$ cat config.mk
export PLATFORM = sky130hd
export DESIGN_NAME = adc_filter_reset_timing
export DESIGN_NICKNAME = d
export VERILOG_FILES = /design/src/filt_pkg.sv /design/src/adc_filter_reset_timing.sv /design/src/pulse_stretch.sv
export SDC_FILE = /design/constraint.sdc
export NUM_CORES = 1
export LEC_CHECK = 0
export BUFFER_PORTS_ARGS = -buffer_cell sky130_fd_sc_hd__buf_2
export CORE_ASPECT_RATIO = 0.7
export CORE_MARGIN = 2
export CORE_UTILIZATION = 36
export DETAILED_ROUTE_END_ITERATION = 16
export SYNTH_ARGS = -nofsm -noshare
export SYNTH_HDL_FRONTEND = slang
export SYNTH_HIERARCHICAL = 1
export SYNTH_SLANG_ARGS = --single-unit
$ cat constraint.sdc
create_clock -name I_CORE_CLK -period 3.7 [get_ports I_CORE_CLK]
set_input_delay 0.185 -clock I_CORE_CLK [delete_from_list [all_inputs] [get_ports I_CORE_CLK]]
set_output_delay 0.185 -clock I_CORE_CLK [all_outputs]
set_load 0.02 [all_outputs]
$ cat src/filt_pkg.sv
`default_nettype none
package filt_pkg;
    // Rate codes, 5 SPS up to 2000 SPS
    localparam int RATE_W = 4;
    localparam int NUM_RATES = 10;
    localparam int CNT_W = 20;
    localparam int RSYNC_DELAY = 2;
    localparam int SYS_PULSE = 2;
    localparam int MULT_PULSE = 2;
    localparam int MOD_PULSE = 32;
    localparam int MOD_DIV = 4;
    localparam int MULT_DIV = 1;
    localparam logic [RATE_W-1:0] RATE_RESET = 4'h0;
    typedef enum logic [1:0] {
        ST_RESET = 2'b00,
        ST_FIRST = 2'b01,
        ST_NEXT  = 2'b10
    } conv_state_t;
endpackage
`default_nettype wire

$ cat src/adc_filter_reset_timing.sv
// Functional notes
// Register writes, resync and start rise reset the filter automatically.
// Reset command and low reset pin also reset the filter.
// Resync reset takes effect two system clocks after its last bit.
// Resync reset pulse lasts two multiplier clock cycles.
// Input select write resets filter even if value unchanged.
// Input select write pulse lasts two system clock periods.
// Bias, reference or gain/rate write resets filter regardless of value.
// That reset holds 32 modulator clocks after the write.
// Overlapping active-low pulses combine by AND.
// First conversion after resync or input select uses short table.
// First conversion after other resets uses long table.
// Later conversions use the steady-state table.
// Each completed conversion drives conversion done low.
// Each configuration byte acts once fully received.
// A new reset abandons the conversion and restarts first-conversion count.
`timescale 1ns/1ps
`default_nettype none
module adc_filter_reset_timing
    import filt_pkg::*;
#(
    parameter int MOD_DIV_P = filt_pkg::MOD_DIV,
    parameter int MULT_DIV_P = filt_pkg::MULT_DIV
) (
    input wire logic I_CORE_CLK,
    input wire logic I_RESETN,
    input wire logic i_reset_pin_n,
    input wire logic i_start_pin,
    input wire logic i_byte_done,
    input wire logic i_wr_input_select,
    input wire logic i_wr_bias_voltage,
    input wire logic i_wr_reference_select,
    input wire logic i_wr_gain_rate,
    input wire logic [filt_pkg::RATE_W-1:0] i_gain_rate_rate,
    input wire logic i_resync_cmd,
    input wire logic i_reset_cmd,
    input wire logic i_wake_command,
    output logic o_filter_reset_n,
    output logic o_conversion_done_flag_n,
    output logic o_conv_pulse
);
    import filt_pkg::*;

    function automatic logic [CNT_W-1:0] first_short(input logic [RATE_W-1:0] r);
        case (r)
            4'h0: first_short = 20'hc7420;
            4'h1: first_short = 20'h63a20;
            4'h2: first_short = 20'h31d20;
            4'h3: first_short = 20'h18eb8;
            4'h4: first_short = 20'h0c778;
            4'h5: first_short = 20'h063d8;
            4'h6: first_short = 20'h031fc;
            4'h7: first_short = 20'h0191c;
            4'h8: first_short = 20'h0103c;
            default: first_short = 20'h0083c;
        endcase
    endfunction

    function automatic logic [CNT_W-1:0] first_long(input logic [RATE_W-1:0] r);
        case (r)
            4'h0: first_long = 20'hc8429;
            4'h1: first_long = 20'h64a29;
            4'h2: first_long = 20'h32d29;
            4'h3: first_long = 20'h192c2;
            4'h4: first_long = 20'h0cb82;
            4'h5: first_long = 20'h067e2;
            4'h6: first_long = 20'h03402;
            4'h7: first_long = 20'h01b22;
            4'h8: first_long = 20'h01242;
            default: first_long = 20'h00942;
        endcase
    endfunction

    function automatic logic [CNT_W-1:0] steady(input logic [RATE_W-1:0] r);
        case (r)
            4'h0: steady = 20'hc7400;
            4'h1: steady = 20'h63a00;
            4'h2: steady = 20'h31d00;
            4'h3: steady = 20'h18e80;
            4'h4: steady = 20'h0c740;
            4'h5: steady = 20'h063a0;
            4'h6: steady = 20'h031c0;
            4'h7: steady = 20'h018e0;
            4'h8: steady = 20'h01000;
            default: steady = 20'h00800;
        endcase
    endfunction

    typedef struct packed {
        logic rst_pin_s1;
        logic rst_pin_s2;
        logic start_s1;
        logic start_s2;
        logic start_prev;
        logic [1:0] sync_dly;
        logic [7:0] mod_div;
        logic [7:0] mult_div;
        logic [RATE_W-1:0] rate;
        logic short_first;
        logic pend_short;
        logic [CNT_W-1:0] cnt;
        conv_state_t st;
        logic done_n;
        logic conv_pulse;
    } st_t;
    st_t s_q, s_d;

    logic mod_tick, mult_tick, start_rise, pin_rst;
    logic trig_sync, trig_input_sel, trig_cfg;
    logic pulse_sync_n, pulse_sel_n, pulse_cfg_n, any_trig;
    logic trig_long;

    assign mod_tick = (s_q.mod_div == 8'(MOD_DIV_P - 1));
    assign mult_tick = (s_q.mult_div == 8'(MULT_DIV_P - 1));
    assign start_rise = s_q.start_s2 && !s_q.start_prev;
    assign pin_rst = !s_q.rst_pin_s2;
    // Resync delayed two clocks
    assign trig_sync = s_q.sync_dly[1];
    // Any input select write
    assign trig_input_sel = i_byte_done && i_wr_input_select;
    // Act at byte completion
    assign trig_cfg = i_byte_done &&
        (i_wr_bias_voltage || i_wr_reference_select || i_wr_gain_rate);
    assign trig_long = trig_cfg || start_rise || i_wake_command || i_reset_cmd;

    // Two multiplier clocks
    pulse_stretch #(.LEN(MULT_PULSE)) u_sync (
        .i_clk(I_CORE_CLK),
        .i_rst_n(I_RESETN),
        .i_trig(trig_sync),
        .i_tick(mult_tick),
        .o_pulse_n(pulse_sync_n)
    );
    // Two system clocks
    pulse_stretch #(.LEN(SYS_PULSE)) u_sel (
        .i_clk(I_CORE_CLK),
        .i_rst_n(I_RESETN),
        .i_trig(trig_input_sel),
        .i_tick(1'b1),
        .o_pulse_n(pulse_sel_n)
    );
    // 32 modulator clocks, also on start rise and wake
    pulse_stretch #(.LEN(MOD_PULSE)) u_cfg (
        .i_clk(I_CORE_CLK),
        .i_rst_n(I_RESETN),
        .i_trig(trig_long),
        .i_tick(mod_tick),
        .o_pulse_n(pulse_cfg_n)
    );

    // AND of active-low pulses; reset pin and command
    assign o_filter_reset_n = pulse_sync_n && pulse_sel_n && pulse_cfg_n &&
        !pin_rst && !i_reset_cmd;
    assign any_trig = trig_sync || trig_input_sel || trig_cfg || start_rise ||
        i_wake_command || i_reset_cmd || pin_rst;

    always_comb begin
        s_d = s_q;
        s_d.rst_pin_s1 = i_reset_pin_n;
        s_d.rst_pin_s2 = s_q.rst_pin_s1;
        s_d.start_s1 = i_start_pin;
        s_d.start_s2 = s_q.start_s1;
        s_d.start_prev = s_q.start_s2;
        s_d.sync_dly = {s_q.sync_dly[0], i_resync_cmd};
        // Restart divider on trigger, so the hold is 32 whole periods
        s_d.mod_div = (mod_tick || trig_long) ? 8'h00 : s_q.mod_div + 8'h01;
        s_d.mult_div = mult_tick ? 8'h00 : s_q.mult_div + 8'h01;
        s_d.conv_pulse = 1'b0;
        if (i_byte_done && i_wr_gain_rate) begin
            s_d.rate = i_gain_rate_rate;
        end
        // Choose table by newest reset source
        if (trig_sync || trig_input_sel) begin
            s_d.pend_short = 1'b1;
        end else if (any_trig) begin
            s_d.pend_short = 1'b0;
        end
        case (s_q.st)
            ST_RESET: begin
                if (o_filter_reset_n && !any_trig) begin
                    s_d.st = ST_FIRST;
                    s_d.short_first = s_q.pend_short;
                    s_d.cnt = s_q.pend_short ? first_short(s_q.rate) : first_long(s_q.rate);
                end
            end
            ST_FIRST, ST_NEXT: begin
                if (s_q.cnt > 20'h00001) begin
                    s_d.cnt = s_q.cnt - 20'h00001;
                end else begin
                    // Done low at end; steady count after
                    s_d.done_n = 1'b0;
                    s_d.conv_pulse = 1'b1;
                    s_d.st = ST_NEXT;
                    s_d.cnt = steady(s_q.rate);
                end
            end
            default: s_d.st = ST_RESET;
        endcase
        if (s_q.conv_pulse) begin
            s_d.done_n = 1'b1;
        end
        // Abandon conversion on new reset
        if (any_trig || !o_filter_reset_n) begin
            s_d.st = ST_RESET;
            s_d.done_n = 1'b1;
            s_d.conv_pulse = 1'b0;
        end
    end

    always_ff @(posedge I_CORE_CLK or negedge I_RESETN) begin
        if (!I_RESETN) begin
            s_q <= '0;
            // Idle level of the pin, else release shows a false pin reset
            s_q.rst_pin_s1 <= 1'b1;
            s_q.rst_pin_s2 <= 1'b1;
            s_q.rate <= RATE_RESET;
            s_q.done_n <= 1'b1;
            s_q.st <= ST_RESET;
        end else begin
            s_q <= s_d;
        end
    end

    assign o_conversion_done_flag_n = s_q.done_n;
    assign o_conv_pulse = s_q.conv_pulse;
endmodule // adc_filter_reset_timing
`default_nettype wire

$ cat src/pulse_stretch.sv
`timescale 1ns/1ps
`default_nettype none
// Holds an active-low pulse for LEN ticks of i_tick after a trigger.
module pulse_stretch #(
    parameter int LEN = 2
) (
    input wire logic i_clk,
    input wire logic i_rst_n,
    input wire logic i_trig,
    input wire logic i_tick,
    output logic o_pulse_n
);
    typedef struct packed {
        logic [6:0] cnt;
    } ps_t;
    ps_t s_q, s_d;
    always_comb begin
        s_d = s_q;
        if (i_trig) begin
            s_d.cnt = 7'(LEN);
        end else if (i_tick && s_q.cnt != 7'h00) begin
            s_d.cnt = s_q.cnt - 7'h01;
        end
    end
    always_ff @(posedge i_clk or negedge i_rst_n) begin
        if (!i_rst_n) begin
            s_q <= '0;
        end else begin
            s_q <= s_d;
        end
    end
    assign o_pulse_n = (s_q.cnt == 7'h00);
endmodule // pulse_stretch
`default_nettype wire

==> metrics.log, run 1 <==
[metrics] share of the yosys chip area belonging to registers: 0.422
[metrics] time the worst path needs with I/O delays and setup: 2.88 ns
[metrics] post-DR wirelength/cell: 15.4 um
[metrics] number of global-route vias before repair: 3,292
[metrics] pin count of the biggest net entering global routing: 74
[metrics] number of max-slew violations in the final report: 0
[metrics] routability congestion estimate from global placement: 0.912
[metrics] reg-to-reg slack, setup: 0.82 ns
[metrics] CTS tree: yes
[metrics] violated checks: hold timing
[metrics] WS Path Type: reg -> reg
[metrics] area fraction in compound gates after synthesis: 0.203
[metrics] cell area after layout: 4950 sq um
[metrics] number of vias in the routed layout: 3,601
[metrics] number of enable flip-flop cells after synthesis: 0
[metrics] Clock Sinks: 73
[metrics] power density cells: 488 nW/um^2
[metrics] ys flop type: sky130_fd_sc_hd__dfrtp_1
[metrics] reg2reg path depth: 9
[metrics] dominant combinational cell family by area after synthesis: simple AND/OR/NAND/NOR gates
[metrics] count of non-filler cells in the finished layout: 654
[metrics] headroom to the max-slew limit: 0.327
[metrics] vias per std cell: 5.51
[metrics] Detailed Route Iter0 Violations: 342
[metrics] CTS-repair resized insts: 0
[metrics] Total GRT Usage: 0.167
[metrics] arrival time at the worst endpoint: 3.11 ns
[metrics] Layout Skew: 0.00349 ns
[metrics] Met1 Wirelength: 5360 um
[metrics] total length of routed wires: 10,100 um
[metrics] Max clock buf depth: 2
[metrics] sum of net half-perimeters after detailed placement: 7130 um
[metrics] effective utilization at floorplan: 0.370
[metrics] area growth from synthesis to layout: 14.1%
[metrics] area share of xor/xnor cells in the synthesized design: 0.0404
[metrics] Detail Route met3 WL: 570 um
[metrics] area after detailed placement: 4600 sq um
[metrics] run status: complete, but fails checks
[metrics] wire length of the first global-routing pass: 16,800 um
[metrics] unrepaired setup endpoints after global routing: false
[metrics] top layer used by detailed routing: met4
[metrics] CTS root buffer: sky130_fd_sc_hd__clkbuf_16
[metrics] Worst EP required: 3.93 ns
[metrics] routed length on met2: 4040 um
[metrics] number of iterations in the first detailed-routing pass: 5
[metrics] Final #Nets: 522
[metrics] worst hold slack after final layout: -0.0293 ns
[metrics] P_leak: 2.13 nW
[metrics] vertical die dimension: 95.8 um
[metrics] register bit count reported by yosys: 73
[metrics] worst reg2reg path startpoint: u_cfg/s_q[0]$_DFFE_PN0P_
[metrics] I/O pin count: 19
[metrics] Adder-Cell Fraction of Synth Area: 0.0404
[metrics] antenna-violating nets left: 0
[metrics] number of hold violations in the final report: 31
[metrics] width of the die: 135 um
[metrics] cell count after synthesis: 470
[metrics] number of H-tree levels: 3
[metrics] r2r endpoint: s_q[7]$_DFFE_PN0P_
[metrics] # setup viols final: 0
[metrics] Remaining Overflow, GRT: 0
[metrics] Hold Path Class: in -> async
[metrics] DRC viols: 0
[metrics] netlist area before placement: 4340 sq um
[metrics] maximum VDD drop: 250 uV
[metrics] actual slew at the worst max-slew pin: 1.00 ns
[metrics] die area: 13,000 sq um
[metrics] maximum net fanout on the critical path: 22
[metrics] portion of the clock cycle consumed by the worst path in the final layout: 0.778
[metrics] clock insertion delay at the later pin of the skew report: 0.34 ns
[metrics] IO buf count: 18
[metrics] Setup Total Neg Slack: 0 ns
[metrics] Yosys Warn Count: 6
[metrics] Cell Count Post-Placement: 635
[metrics] top achievable clock speed: 0.347 GHz
[metrics] max-cap violation count: 0
[metrics] ant diodes: 0
[metrics] number of fill cells in the layout: 1,180
[metrics] category of the worst setup path capture point: flip-flop
[metrics] share of flip-flops with an asynchronous set or reset: 1.00
[metrics] mean cell area of the mapped netlist: 9.23 sq um
[metrics] total clock buffers created by CTS: 9
[metrics] power consumption: 0.00241 W
[metrics] share of synthesized cell area in and, or, nand and nor gates: 0.216
[metrics] clock transition time at the flip-flop clock pins of the worst setup and hold paths: 0.06 ns
[metrics] combined area of the multi-input logic cells: 2320 sq um
[metrics] count of distinct cell types in the synthesized netlist: 76
[metrics] share of layout cells above drive strength 1: 0.131
[metrics] sequential standard cell area: 1830 sq um
[metrics] kind of launch point of the worst setup path: flip-flop
[metrics] Core Area: 11,700 sq um
[metrics] mux share of post-synthesis cell area: 0.0326
[metrics] row count: 33
[metrics] antenna violations before repair: 0
flip-flops by register name (all words and copies together), names as in the netlist:
name                      cells
o_conversion_done_flag_n      1
o_conv_pulse                  1
s_q                          46
u_sel/s_q                     7
u_cfg/s_q                     7
s_d                           4
u_sync/s_q                    7
cell families (layout without fill, tap and decap cells):
logic type / after synthesis / in the layout
other cells: 1 / 4
buf+inv: 46 / 70
fa+ha+maj: 14 / 14
compound gates: 131 / 131
flops: 73 / 73
simple gates: 172 / 172
xor+xnor: 20 / 20
mux: 13 / 13
worst max path at each step:
stage	start	to	slack, ns	cells past startpoint
3_5_place_dp	u_cfg/s_q[0]$_DFFE_PN0P_	s_q[7]$_DFFE_PN0P_	0.85	9
5_1_grt	u_cfg/s_q[0]$_DFFE_PN0P_	s_q[7]$_DFFE_PN0P_	0.62	9
2_1_floorplan	s_q[30]$_DFF_PN0_	u_sync/s_q[5]$_DFFE_PN0P_	0.91	7
3_3_place_gp	u_cfg/s_q[0]$_DFFE_PN0P_	s_q[13]$_DFFE_PN0P_	1.02	9
4_1_cts	u_cfg/s_q[0]$_DFFE_PN0P_	s_q[7]$_DFFE_PN0P_	0.82	9
6_report	u_cfg/s_q[0]$_DFFE_PN0P_	s_q[7]$_DFFE_PN0P_	0.82	9
metrics by stage:
stage	hold slack, ns	setup slack [ns]	utilization
6_report	-0.0293	0.821	0.422
3_5_place_dp	0.291	0.850	0.392
2_1_floorplan	-0.111	0.912	-
5_1_grt	0.0403	0.620	0.422
4_1_cts	0.0230	0.824	0.422
3_3_place_gp	0.291	1.02	0.392
critical path: stages, from the launching register on:
cell                      delay [ns]
sky130_fd_sc_hd__dfrtp_1        0.41
sky130_fd_sc_hd__inv_1          0.09
sky130_fd_sc_hd__ha_1           0.19
sky130_fd_sc_hd__nor4b_4        0.43
sky130_fd_sc_hd__and2_1         0.21
sky130_fd_sc_hd__nand2_1        0.06
sky130_fd_sc_hd__nor2_1         0.25
sky130_fd_sc_hd__a41o_1         0.68
sky130_fd_sc_hd__o21ai_0        0.21
sky130_fd_sc_hd__a22o_1         0.22
where the power goes:
group	total, W	switching [W]	leakage (nW)	internal, W
combinational	0.000520	0.000295	1.01	0.000225
clock	0.000942	0.000335	0.159	0.000607
sequential	0.000951	0.0000853	0.962	0.000866
cells in the mapped netlist, types with 3 or more instances:
library cell | instances | area [sq um]
sky130_fd_sc_hd__or2_2 | 3 | 18.8
sky130_fd_sc_hd__xnor2_1 | 10 | 87.6
sky130_fd_sc_hd__dfstp_2 | 3 | 78.8
sky130_fd_sc_hd__o22ai_1 | 4 | 25.0
sky130_fd_sc_hd__or3_1 | 4 | 25.0
sky130_fd_sc_hd__and3_1 | 6 | 37.5
sky130_fd_sc_hd__nor3b_1 | 6 | 45.0
sky130_fd_sc_hd__o211ai_1 | 6 | 45.0
sky130_fd_sc_hd__a211oi_1 | 3 | 22.5
sky130_fd_sc_hd__o31ai_1 | 5 | 37.5
sky130_fd_sc_hd__o21ai_1 | 13 | 65.1
sky130_fd_sc_hd__and2_1 | 4 | 25.0
sky130_fd_sc_hd__nor2_1 | 52 | 195
sky130_fd_sc_hd__nor3_1 | 13 | 65.1
sky130_fd_sc_hd__buf_4 | 3 | 22.5
sky130_fd_sc_hd__or4_4 | 4 | 45.0
sky130_fd_sc_hd__xor2_1 | 10 | 87.6
sky130_fd_sc_hd__dfrtp_1 | 70 | 1750
sky130_fd_sc_hd__a22o_1 | 7 | 61.3
sky130_fd_sc_hd__nand2b_1 | 6 | 37.5
sky130_fd_sc_hd__mux2i_1 | 4 | 40.0
sky130_fd_sc_hd__nor2b_1 | 6 | 37.5
sky130_fd_sc_hd__nor4_1 | 7 | 43.8
sky130_fd_sc_hd__nand2_1 | 30 | 113
sky130_fd_sc_hd__nand3_1 | 12 | 60.1
sky130_fd_sc_hd__a21oi_1 | 35 | 175
sky130_fd_sc_hd__mux2_1 | 5 | 56.3
sky130_fd_sc_hd__ha_1 | 14 | 175
sky130_fd_sc_hd__inv_1 | 24 | 90.1
sky130_fd_sc_hd__mux2_2 | 4 | 45.0
sky130_fd_sc_hd__nand4_1 | 3 | 18.8
sky130_fd_sc_hd__o21ai_0 | 20 | 100
sky130_fd_sc_hd__a31oi_1 | 4 | 25.0
sky130_fd_sc_hd__clkbuf_1 | 14 | 52.6
routing by layer:
| layer | vias up | global-route usage |
|---|---|---|
| li1 | 1756 | - |
| met2 | 91 | 0.235 |
| met3 | 9 | 0.0453 |
| met5 | - | 0 |
| met1 | 1745 | 0.250 |
| met4 | 0 | 0.0417 |
cells in the final DEF (no fill, tap or decap), types with 5 or more instances in the layout:
master	Yosys	layout
sky130_fd_sc_hd__clkbuf_16	0	9
sky130_fd_sc_hd__nand2b_1	6	6
sky130_fd_sc_hd__nor2b_1	6	6
sky130_fd_sc_hd__ha_1	14	14
sky130_fd_sc_hd__xor2_1	10	10
sky130_fd_sc_hd__a22o_1	7	7
sky130_fd_sc_hd__nand3_1	12	12
sky130_fd_sc_hd__nand2_1	30	30
sky130_fd_sc_hd__o31ai_1	5	5
sky130_fd_sc_hd__o21ai_1	13	13
sky130_fd_sc_hd__dfrtp_1	70	70
sky130_fd_sc_hd__xnor2_1	10	10
sky130_fd_sc_hd__buf_4	3	9
sky130_fd_sc_hd__nor2_1	52	52
sky130_fd_sc_hd__buf_2	2	17
sky130_fd_sc_hd__nor3b_1	6	6
sky130_fd_sc_hd__a21oi_1	35	35
sky130_fd_sc_hd__nor3_1	13	13
sky130_fd_sc_hd__o21ai_0	20	20
sky130_fd_sc_hd__nor4_1	7	7
sky130_fd_sc_hd__o211ai_1	6	6
sky130_fd_sc_hd__and3_1	6	6
sky130_fd_sc_hd__mux2_1	5	5
sky130_fd_sc_hd__inv_1	24	24
area by class of cell:
cell class                 instances  share of cell area
multi-input combinational        354               0.470
sequential                        73               0.370
clock buffer                      11              0.0491
tap                              157              0.0397
timing repair buffer              29              0.0369
inverter                          25              0.0190
clock inverter                     5              0.0159
repair_timing:
action | 4_1_cts | 5_1_grt
hold buffers | 3 | 0
setup buffers | 0 | 0
hold endpoints to repair | 3 | 0
endpoints found under the setup margin | 0 | 0
Power figures use the tool's default switching activity.
==> run 2, diff against run 1 <==
==> constraint.sdc (replaced) <==
create_clock -name I_CORE_CLK -period 2.5 [get_ports I_CORE_CLK]
set_input_delay 0.125 -clock I_CORE_CLK [delete_from_list [all_inputs] [get_ports I_CORE_CLK]]
set_output_delay 0.125 -clock I_CORE_CLK [all_outputs]
set_load 0.02 [all_outputs]
==> run 2 against run 1 <==
  * Global-route usage rose by 0.55 points
  * Cell count rose by 2.9%
  * Highest routed layer unchanged
  * First-iteration DRC count fell by 15%
  * Largest cell class unchanged
  * The flow now finishes without violations
  * Combinational power rose by 55%
  * Worst setup slack got worse by 0.70 ns
  * Critical path type unchanged
==> metrics.log, run 2 (synthesis gave the netlist of run 1 again) <==
[metrics] Detailed Route Iter0 Violations: 291 (was 342)
[metrics] antenna violations before repair: 0 (unchanged)
[metrics] total clock buffers created by CTS: 9 (unchanged)
[metrics] Remaining Overflow, GRT: 0 (unchanged)
[metrics] top achievable clock speed: 0.420 GHz (was 0.347 GHz)
[metrics] most common library cell in the layout ignoring fill and taps: sky130_fd_sc_hd__dfrtp_1 (unchanged)
[metrics] number of fill cells in the layout: 1,145 (was 1,180)
[metrics] number of vias in the routed layout: 3,658 (was 3,601)
[metrics] portion of the clock cycle consumed by the worst path in the final layout: 0.952 (was 0.778)
[metrics] effective utilization at floorplan: 0.370 (unchanged)
[metrics] post-DR wirelength/cell: 15.2 um (was 15.4 um)
[metrics] DRC viols: 0 (unchanged)
[metrics] WS Path Type: reg -> reg (unchanged)
[metrics] biggest cell delay along the critical path: 0.59 ns (was 0.68 ns)
[metrics] clock insertion delay at the later pin of the skew report: 0.34 ns (about the same)
[metrics] Layout Skew: 0.00827 ns (was 0.00349 ns)
[metrics] routability congestion estimate from global placement: 0.873 (was 0.912)
[metrics] grt met3 use: 0.0384 (was 0.0453)
[metrics] Core Area: 11,700 sq um (unchanged)
[metrics] met2 usage in global routing: 0.250 (was 0.235)
[metrics] area growth from synthesis to layout: 18.7% (was 14.1%)
[metrics] pin count of the biggest net entering global routing: 74 (unchanged)
[metrics] Hold Path Class: in -> reg (was in -> async)
[metrics] origin of the worst setup path: s_q[31]$_DFF_PN0_ (was u_cfg/s_q[0]$_DFFE_PN0P_)
[metrics] P_leak: 2.23 nW (was 2.13 nW)
[metrics] worst hold slack after final layout: 0.0147 ns (was -0.0293 ns)
[metrics] number of hold violations in the final report: 0 (was 31)
[metrics] # setup viols final: 0 (unchanged)
[metrics] actual slew at the worst max-slew pin: 0.927 ns (was 1.00 ns)
[metrics] cell with the biggest individual delay on the critical path: sky130_fd_sc_hd__or4b_2 (was sky130_fd_sc_hd__a41o_1)
[metrics] Cell Count Post-Placement: 652 (was 635)
[metrics] antenna-violating nets left: 0 (unchanged)
[metrics] clock transition time at the flip-flop clock pins of the worst setup and hold paths: 0.06 ns (about the same)
[metrics] sum of net half-perimeters after detailed placement: 7260 um (was 7130 um)
[metrics] headroom to the max-slew limit: 0.382 (was 0.327)
[metrics] number of H-tree levels: 3 (unchanged)
[metrics] CTS tree: yes (unchanged)
[metrics] Max clock buf depth: 2 (unchanged)
[metrics] wire length of the first global-routing pass: 17,500 um (was 16,800 um)
[metrics] vias per std cell: 5.44 (was 5.51)
[metrics] GRT busiest layer: met1 (unchanged)
[metrics] IO buf count: 18 (unchanged)
[metrics] width of the die: 135 um (unchanged)
[metrics] kind of launch point of the worst setup path: flip-flop (unchanged)
[metrics] Reg with most FFs: s_q (unchanged)
[metrics] Total GRT Usage: 0.172 (was 0.167)
[metrics] Worst EP required: 2.73 ns (was 3.93 ns)
[metrics] most used cells in the layout excluding fill and tap cells: 70 x sky130_fd_sc_hd__dfrtp_1, 50 x sky130_fd_sc_hd__nor2_1, 35 x sky130_fd_sc_hd__a21oi_1 (was 70 x sky130_fd_sc_hd__dfrtp_1, 52 x sky130_fd_sc_hd__nor2_1, 35 x sky130_fd_sc_hd__a21oi_1)
[metrics] run status: finished clean (was complete, but fails checks)
[metrics] count of non-filler cells in the finished layout: 673 (was 654)
[metrics] number of global-route vias before repair: 3,376 (was 3,292)
[metrics] met1 capacity usage during global routing: 0.255 (was 0.250)
[metrics] total length of routed wires: 10,300 um (was 10,100 um)
[metrics] Largest register FFs: 46 (unchanged)
[metrics] time the worst path needs with I/O delays and setup: 2.38 ns (was 2.88 ns)
[metrics] I/O pin count: 19 (unchanged)
[metrics] arrival time at the worst endpoint: 2.61 ns (was 3.11 ns)
[metrics] Clock Sinks: 73 (unchanged)
[metrics] ant diodes: 0 (unchanged)
[metrics] max-cap violation count: 0 (unchanged)
[metrics] die area: 13,000 sq um (unchanged)
[metrics] power density cells: 684 nW/um^2 (was 488 nW/um^2)
[metrics] number of iterations in the first detailed-routing pass: 5 (unchanged)
[metrics] reg-to-reg slack, setup: 0.12 ns (was 0.82 ns)
[metrics] maximum VDD drop: 392 uV (was 250 uV)
[metrics] share of layout cells above drive strength 1: 0.176 (was 0.131)
[metrics] maximum net fanout on the critical path: 4 (was 22)
[metrics] Final #Nets: 541 (was 522)
[metrics] vertical die dimension: 95.8 um (unchanged)
[metrics] hold path depth: 2
[metrics] number of max-slew violations in the final report: 0 (unchanged)
[metrics] row count: 33 (unchanged)
[metrics] sequence of cells on the critical path: inv_1 > ha_1 > or4b_2 > nor4_2 > o21ai_4 > nor4b_2 > mux2_1 (was inv_1 > ha_1 > nor4b_4 > and2_1 > nand2_1 > nor2_1 > a41o_1 > o21ai_0 > a22o_1)
[metrics] reg2reg path depth: 7 (was 9)
[metrics] worst reg2reg path startpoint: s_q[31]$_DFF_PN0_ (was u_cfg/s_q[0]$_DFFE_PN0P_)
[metrics] worst hold path startpoint: i_gain_rate_rate[1]
[metrics] category of the worst setup path capture point: flip-flop (unchanged)
[metrics] CTS root buffer: sky130_fd_sc_hd__clkbuf_16 (unchanged)
==> run 2: cell count changes in the layout (fill, tap and decap cells not counted), sizes merged <==
cell,before,now
dlygate4sd3,3,4
clkbuf,11,10
bufinv,2,1
inv,24,25
buf,26,44
clkinvlp,0,1
==> run 2: routing by layer <==
metal | vias up | wire (um) | share of wire
met5 | - | 0 | 0
met4 | 0 | 110 | 0.011
met3 | 11 | 475 | 0.046
met2 | 91 | 4270 | 0.42
met1 | 1771 | 5400 | 0.53
li1 | 1785 | - | -
==> run 2: worst max-delay path, delay by kind of cell, from the launching register on <==
| kind | cells | cell delay, ns |
|---|---|---|
| buf+inv | 1 | 0.07 |
| compound gates | 1 | 0.13 |
| simple gates | 3 | 1.17 |
| mux | 1 | 0.35 |
| flops | 1 | 0.40 |
| fa+ha+maj | 1 | 0.14 |
==> run 2: final timing paths <==
kind	endpoint
worst max register to register	u_sync/s_q[5]$_DFFE_PN0P_
worst min register to register	s_d[48]$_DFF_PN0_
max in group asynchronous	s_q[6]$_DFFE_PN0P_
worst max-delay path	u_sync/s_q[5]$_DFFE_PN0P_
min in group asynchronous	s_q[38]$_DFF_PN0_
worst min-delay path	s_q[27]$_DFFE_PN0P_
==> run 2: final cells by class <==
| class | count | area, sq um | share of cell area |
|---|---|---|---|
| multi-input combinational | 354 | 2380 | 0.463 |
| sequential | 73 | 1830 | 0.356 |
| timing repair buffer | 48 | 340 | 0.0661 |
| clock buffer | 10 | 239 | 0.0464 |
| tap | 157 | 196 | 0.0382 |
| inverter | 25 | 93.8 | 0.0182 |
| clock inverter | 6 | 65.1 | 0.0126 |
==> run 2: stage by stage <==
stage / cell area, sq um / setup slack (ns) / total power [W] / setup TNS [ns] / utilization
floorplan: 4360 / -0.00870 / 0.00198 / -0.00870 / -
global placement: 4750 / 0.113 / 0.00217 / 0 / 0.405
detailed placement: 4750 / 0.00831 / 0.00219 / 0 / 0.405
CTS: 5100 / 0.0176 / 0.00353 / 0 / 0.435
global route: 5150 / -0.0142 / 0.00372 / -0.0142 / 0.439
finish: 5150 / 0.120 / 0.00352 / 0 / 0.439
==> run 2: repair_timing <==
action / in CTS / in global routing
pin swaps: 0 / 2
buffers inserted: 0 / 1
endpoints found under the hold margin: 73 / 0
gates resized for setup: 1 / 6
setup endpoints to repair: 1 / 5
hold buffers: 4 / 0
==> run 2: report_power, final <==
| group | internal (W) | switching, W |
|---|---|---|
| clock network | 0.000801 | 0.000519 |
| registers | 0.00128 | 0.000113 |
| logic | 0.000356 | 0.000450 |
==> run 3, diff against run 2 <==
--- a/config.mk
+++ b/config.mk
@@ -6,7 +6,6 @@
 export NUM_CORES = 1
 export LEC_CHECK = 0
 export BUFFER_PORTS_ARGS = -buffer_cell sky130_fd_sc_hd__buf_2
-export CORE_ASPECT_RATIO = 0.7
 export CORE_MARGIN = 2
 export CORE_UTILIZATION = 36
 export DETAILED_ROUTE_END_ITERATION = 16
==> run 3 against run 2 <==
  * Total power grew 1.4%
  * Sequential power is essentially flat
  * Worst setup slack lost 0.031 ns
  * Cell count shrank 1.6%
  * Die area shrank 0.10%
  * Clock skew shrank 0.00055 ns
  * Sequential cell count is the same
==> metrics.log, run 3 (synthesis gave the netlist of run 1 again) <==
[metrics] time the worst path needs with I/O delays and setup: 2.41 ns (was 2.38 ns)
[metrics] clock insertion delay at the later pin of the skew report: 0.34 ns (about the same)
[metrics] max-cap violation count: 0 (unchanged)
[metrics] Max clock buf depth: 2 (unchanged)
[metrics] Clock Sinks: 73 (unchanged)
[metrics] DRC viols: 0 (unchanged)
[metrics] most used cells in the layout excluding fill and tap cells: 70 x sky130_fd_sc_hd__dfrtp_1, 51 x sky130_fd_sc_hd__nor2_1, 35 x sky130_fd_sc_hd__a21oi_1 (was 70 x sky130_fd_sc_hd__dfrtp_1, 50 x sky130_fd_sc_hd__nor2_1, 35 x sky130_fd_sc_hd__a21oi_1)
[metrics] reg-to-reg slack, setup: 0.09 ns (was 0.12 ns)
[metrics] number of max-slew violations in the final report: 0 (unchanged)
[metrics] number of vias in the routed layout: 3,573 (was 3,658)
[metrics] vertical die dimension: 114 um (was 95.8 um)
[metrics] Detail Route met3 WL: 307 um (was 475 um)
[metrics] routability congestion estimate from global placement: 0.837 (was 0.873)
[metrics] top layer used by detailed routing: met4 (unchanged)
[metrics] biggest cell delay along the critical path: 0.64 ns (was 0.59 ns)
[metrics] Reg with most FFs: s_q (unchanged)
[metrics] actual slew at the worst max-slew pin: 0.944 ns (was 0.927 ns)
[metrics] run status: finished clean (unchanged)
[metrics] I/O pin count: 19 (unchanged)
[metrics] antenna-violating nets left: 0 (unchanged)
[metrics] headroom to the max-slew limit: 0.371 (was 0.382)
[metrics] effective utilization at floorplan: 0.366 (was 0.370)
[metrics] power density cells: 691 nW/um^2 (was 684 nW/um^2)
[metrics] CTS tree: yes (unchanged)
[metrics] kind of launch point of the worst setup path: flip-flop (unchanged)
[metrics] most common library cell in the layout ignoring fill and taps: sky130_fd_sc_hd__dfrtp_1 (unchanged)
[metrics] family with the most delay on the worst path: simple AND/OR/NAND/NOR gates (unchanged)
[metrics] row count: 40 (was 33)
[metrics] Final #Nets: 540 (was 541)
[metrics] wire length of the first global-routing pass: 17,200 um (was 17,500 um)
[metrics] antenna violations before repair: 0 (unchanged)
[metrics] sum of net half-perimeters after detailed placement: 6950 um (was 7260 um)
[metrics] # setup viols final: 0 (unchanged)
[metrics] setup slack at placement: 0.0312 ns (was 0.00831 ns)
[metrics] arrival time at the worst endpoint: 2.63 ns (was 2.61 ns)
[metrics] number of iterations in the first detailed-routing pass: 4 (was 5)
[metrics] post-DR wirelength/cell: 14.8 um (was 15.2 um)
[metrics] cell with the biggest individual delay on the critical path: sky130_fd_sc_hd__or4b_2 (unchanged)
[metrics] Layout Skew: 0.00772 ns (was 0.00827 ns)
[metrics] worst hold slack after final layout: 0.0186 ns (was 0.0147 ns)
[metrics] number of buffers and inverters on the critical path: 0 (was 1)
[metrics] area growth from synthesis to layout: 19.1% (was 18.7%)
[metrics] P_leak: 2.23 nW (about the same)
[metrics] Remaining Overflow, GRT: 0 (unchanged)
[metrics] Total GRT Usage: 0.164 (was 0.172)
[metrics] share of layout cells above drive strength 1: 0.173 (was 0.176)
[metrics] width of the die: 114 um (was 135 um)
[metrics] ant diodes: 0 (unchanged)
[metrics] Detailed Route Iter0 Violations: 207 (was 291)
[metrics] total clock buffers created by CTS: 9 (unchanged)
[metrics] category of the worst setup path capture point: flip-flop (unchanged)
[metrics] maximum VDD drop: 371 uV (was 392 uV)
[metrics] total length of routed wires: 9820 um (was 10,300 um)
[metrics] Core Area: 11,900 sq um (was 11,700 sq um)
[metrics] portion of the clock cycle consumed by the worst path in the final layout: 0.964 (was 0.952)
[metrics] sequence of cells on the critical path: ha_1 > or4b_2 > nor4_4 > nand2b_4 > a2111oi_4 > mux2_1 (was inv_1 > ha_1 > or4b_2 > nor4_2 > o21ai_4 > nor4b_2 > mux2_1)
[metrics] Met1 Wirelength: 4870 um (was 5400 um)
[metrics] number of hold violations in the final report: 0 (unchanged)
[metrics] Worst EP required: 2.72 ns (was 2.73 ns)
[metrics] sequential standard cell area: 1830 sq um (unchanged)
[metrics] Hold Path Class: in -> reg (unchanged)
[metrics] final worst slack: 0.0893 ns (was 0.120 ns)
[metrics] die area: 12,900 sq um (was 13,000 sq um)
[metrics] routed length on met2: 4540 um (was 4270 um)
[metrics] clock transition time at the flip-flop clock pins of the worst setup and hold paths: 0.06 ns (about the same)
[metrics] CTS root buffer: sky130_fd_sc_hd__clkbuf_16 (unchanged)
[metrics] number of global-route vias before repair: 3,484 (was 3,376)
[metrics] combined area of the multi-input logic cells: 2400 sq um (was 2380 sq um)
[metrics] number of H-tree levels: 3 (unchanged)
[metrics] top achievable clock speed: 0.415 GHz (was 0.420 GHz)
[metrics] WS Path Type: reg -> reg (unchanged)
[metrics] Largest register FFs: 46 (unchanged)
[metrics] Setup Total Neg Slack: 0 ns (unchanged)
[metrics] number of fill cells in the layout: 1,128 (was 1,145)
[metrics] vias per std cell: 5.40 (was 5.44)
[metrics] IO buf count: 18 (unchanged)
[metrics] maximum net fanout on the critical path: 4 (unchanged)
[metrics] pin count of the biggest net entering global routing: 74 (unchanged)
run 3: power by group:
group	switching, W	internal [W]
clock network	0.000516	0.000879
logic	0.000428	0.000354
registers	0.000109	0.00128
total	0.00105	0.00251
run 3: final timing paths:
check,cells past startpoint,from,endpoint
worst min register to register,0,s_d[51]$_DFF_PN1_,s_q[51]$_DFF_PN1_
worst max register to register,6,s_q[38]$_DFF_PN0_,u_cfg/s_q[4]$_DFFE_PN0P_
max in group asynchronous,2,I_RESETN,s_q[31]$_DFF_PN0_
worst min-delay path,2,i_gain_rate_rate[2],s_q[28]$_DFFE_PN0P_
min in group asynchronous,2,I_RESETN,s_q[4]$_DFFE_PN0P_
worst max-delay path,6,s_q[38]$_DFF_PN0_,u_cfg/s_q[4]$_DFFE_PN0P_
run 3: layout make-up:
| class | instances | share of cell area |
|---|---|---|
| clock buffer | 10 | 0.0443 |
| tap | 147 | 0.0356 |
| multi-input combinational | 354 | 0.465 |
| sequential | 73 | 0.354 |
| clock inverter | 6 | 0.0177 |
| inverter | 25 | 0.0182 |
| timing repair buffer | 47 | 0.0644 |
run 3: repair_timing:
item / CTS / global route
buffers inserted: 0 / 1
hold endpoints to repair: 73 / 0
hold buffers: 4 / 0
setup endpoints to repair: 0 / 3
gates resized for setup: 0 / 8
run 3: metrics by stage:
| stage | instance area (sq um) | power [W] | util | cells |
|---|---|---|---|---|
| floorplan | 4360 | 0.00198 | - | 473 |
| global placement | 4730 | 0.00217 | 0.399 | 641 |
| detailed placement | 4730 | 0.00219 | 0.399 | 641 |
| CTS | 5090 | 0.00360 | 0.429 | 661 |
| global route | 5170 | 0.00379 | 0.436 | 662 |
| finish | 5170 | 0.00357 | 0.436 | 662 |
run 3: metal layers:
metal,track usage,up-vias
met5,0,-
met4,0.0496,0
met3,0.0303,7
met2,0.265,53
met1,0.227,1737
li1,-,1776
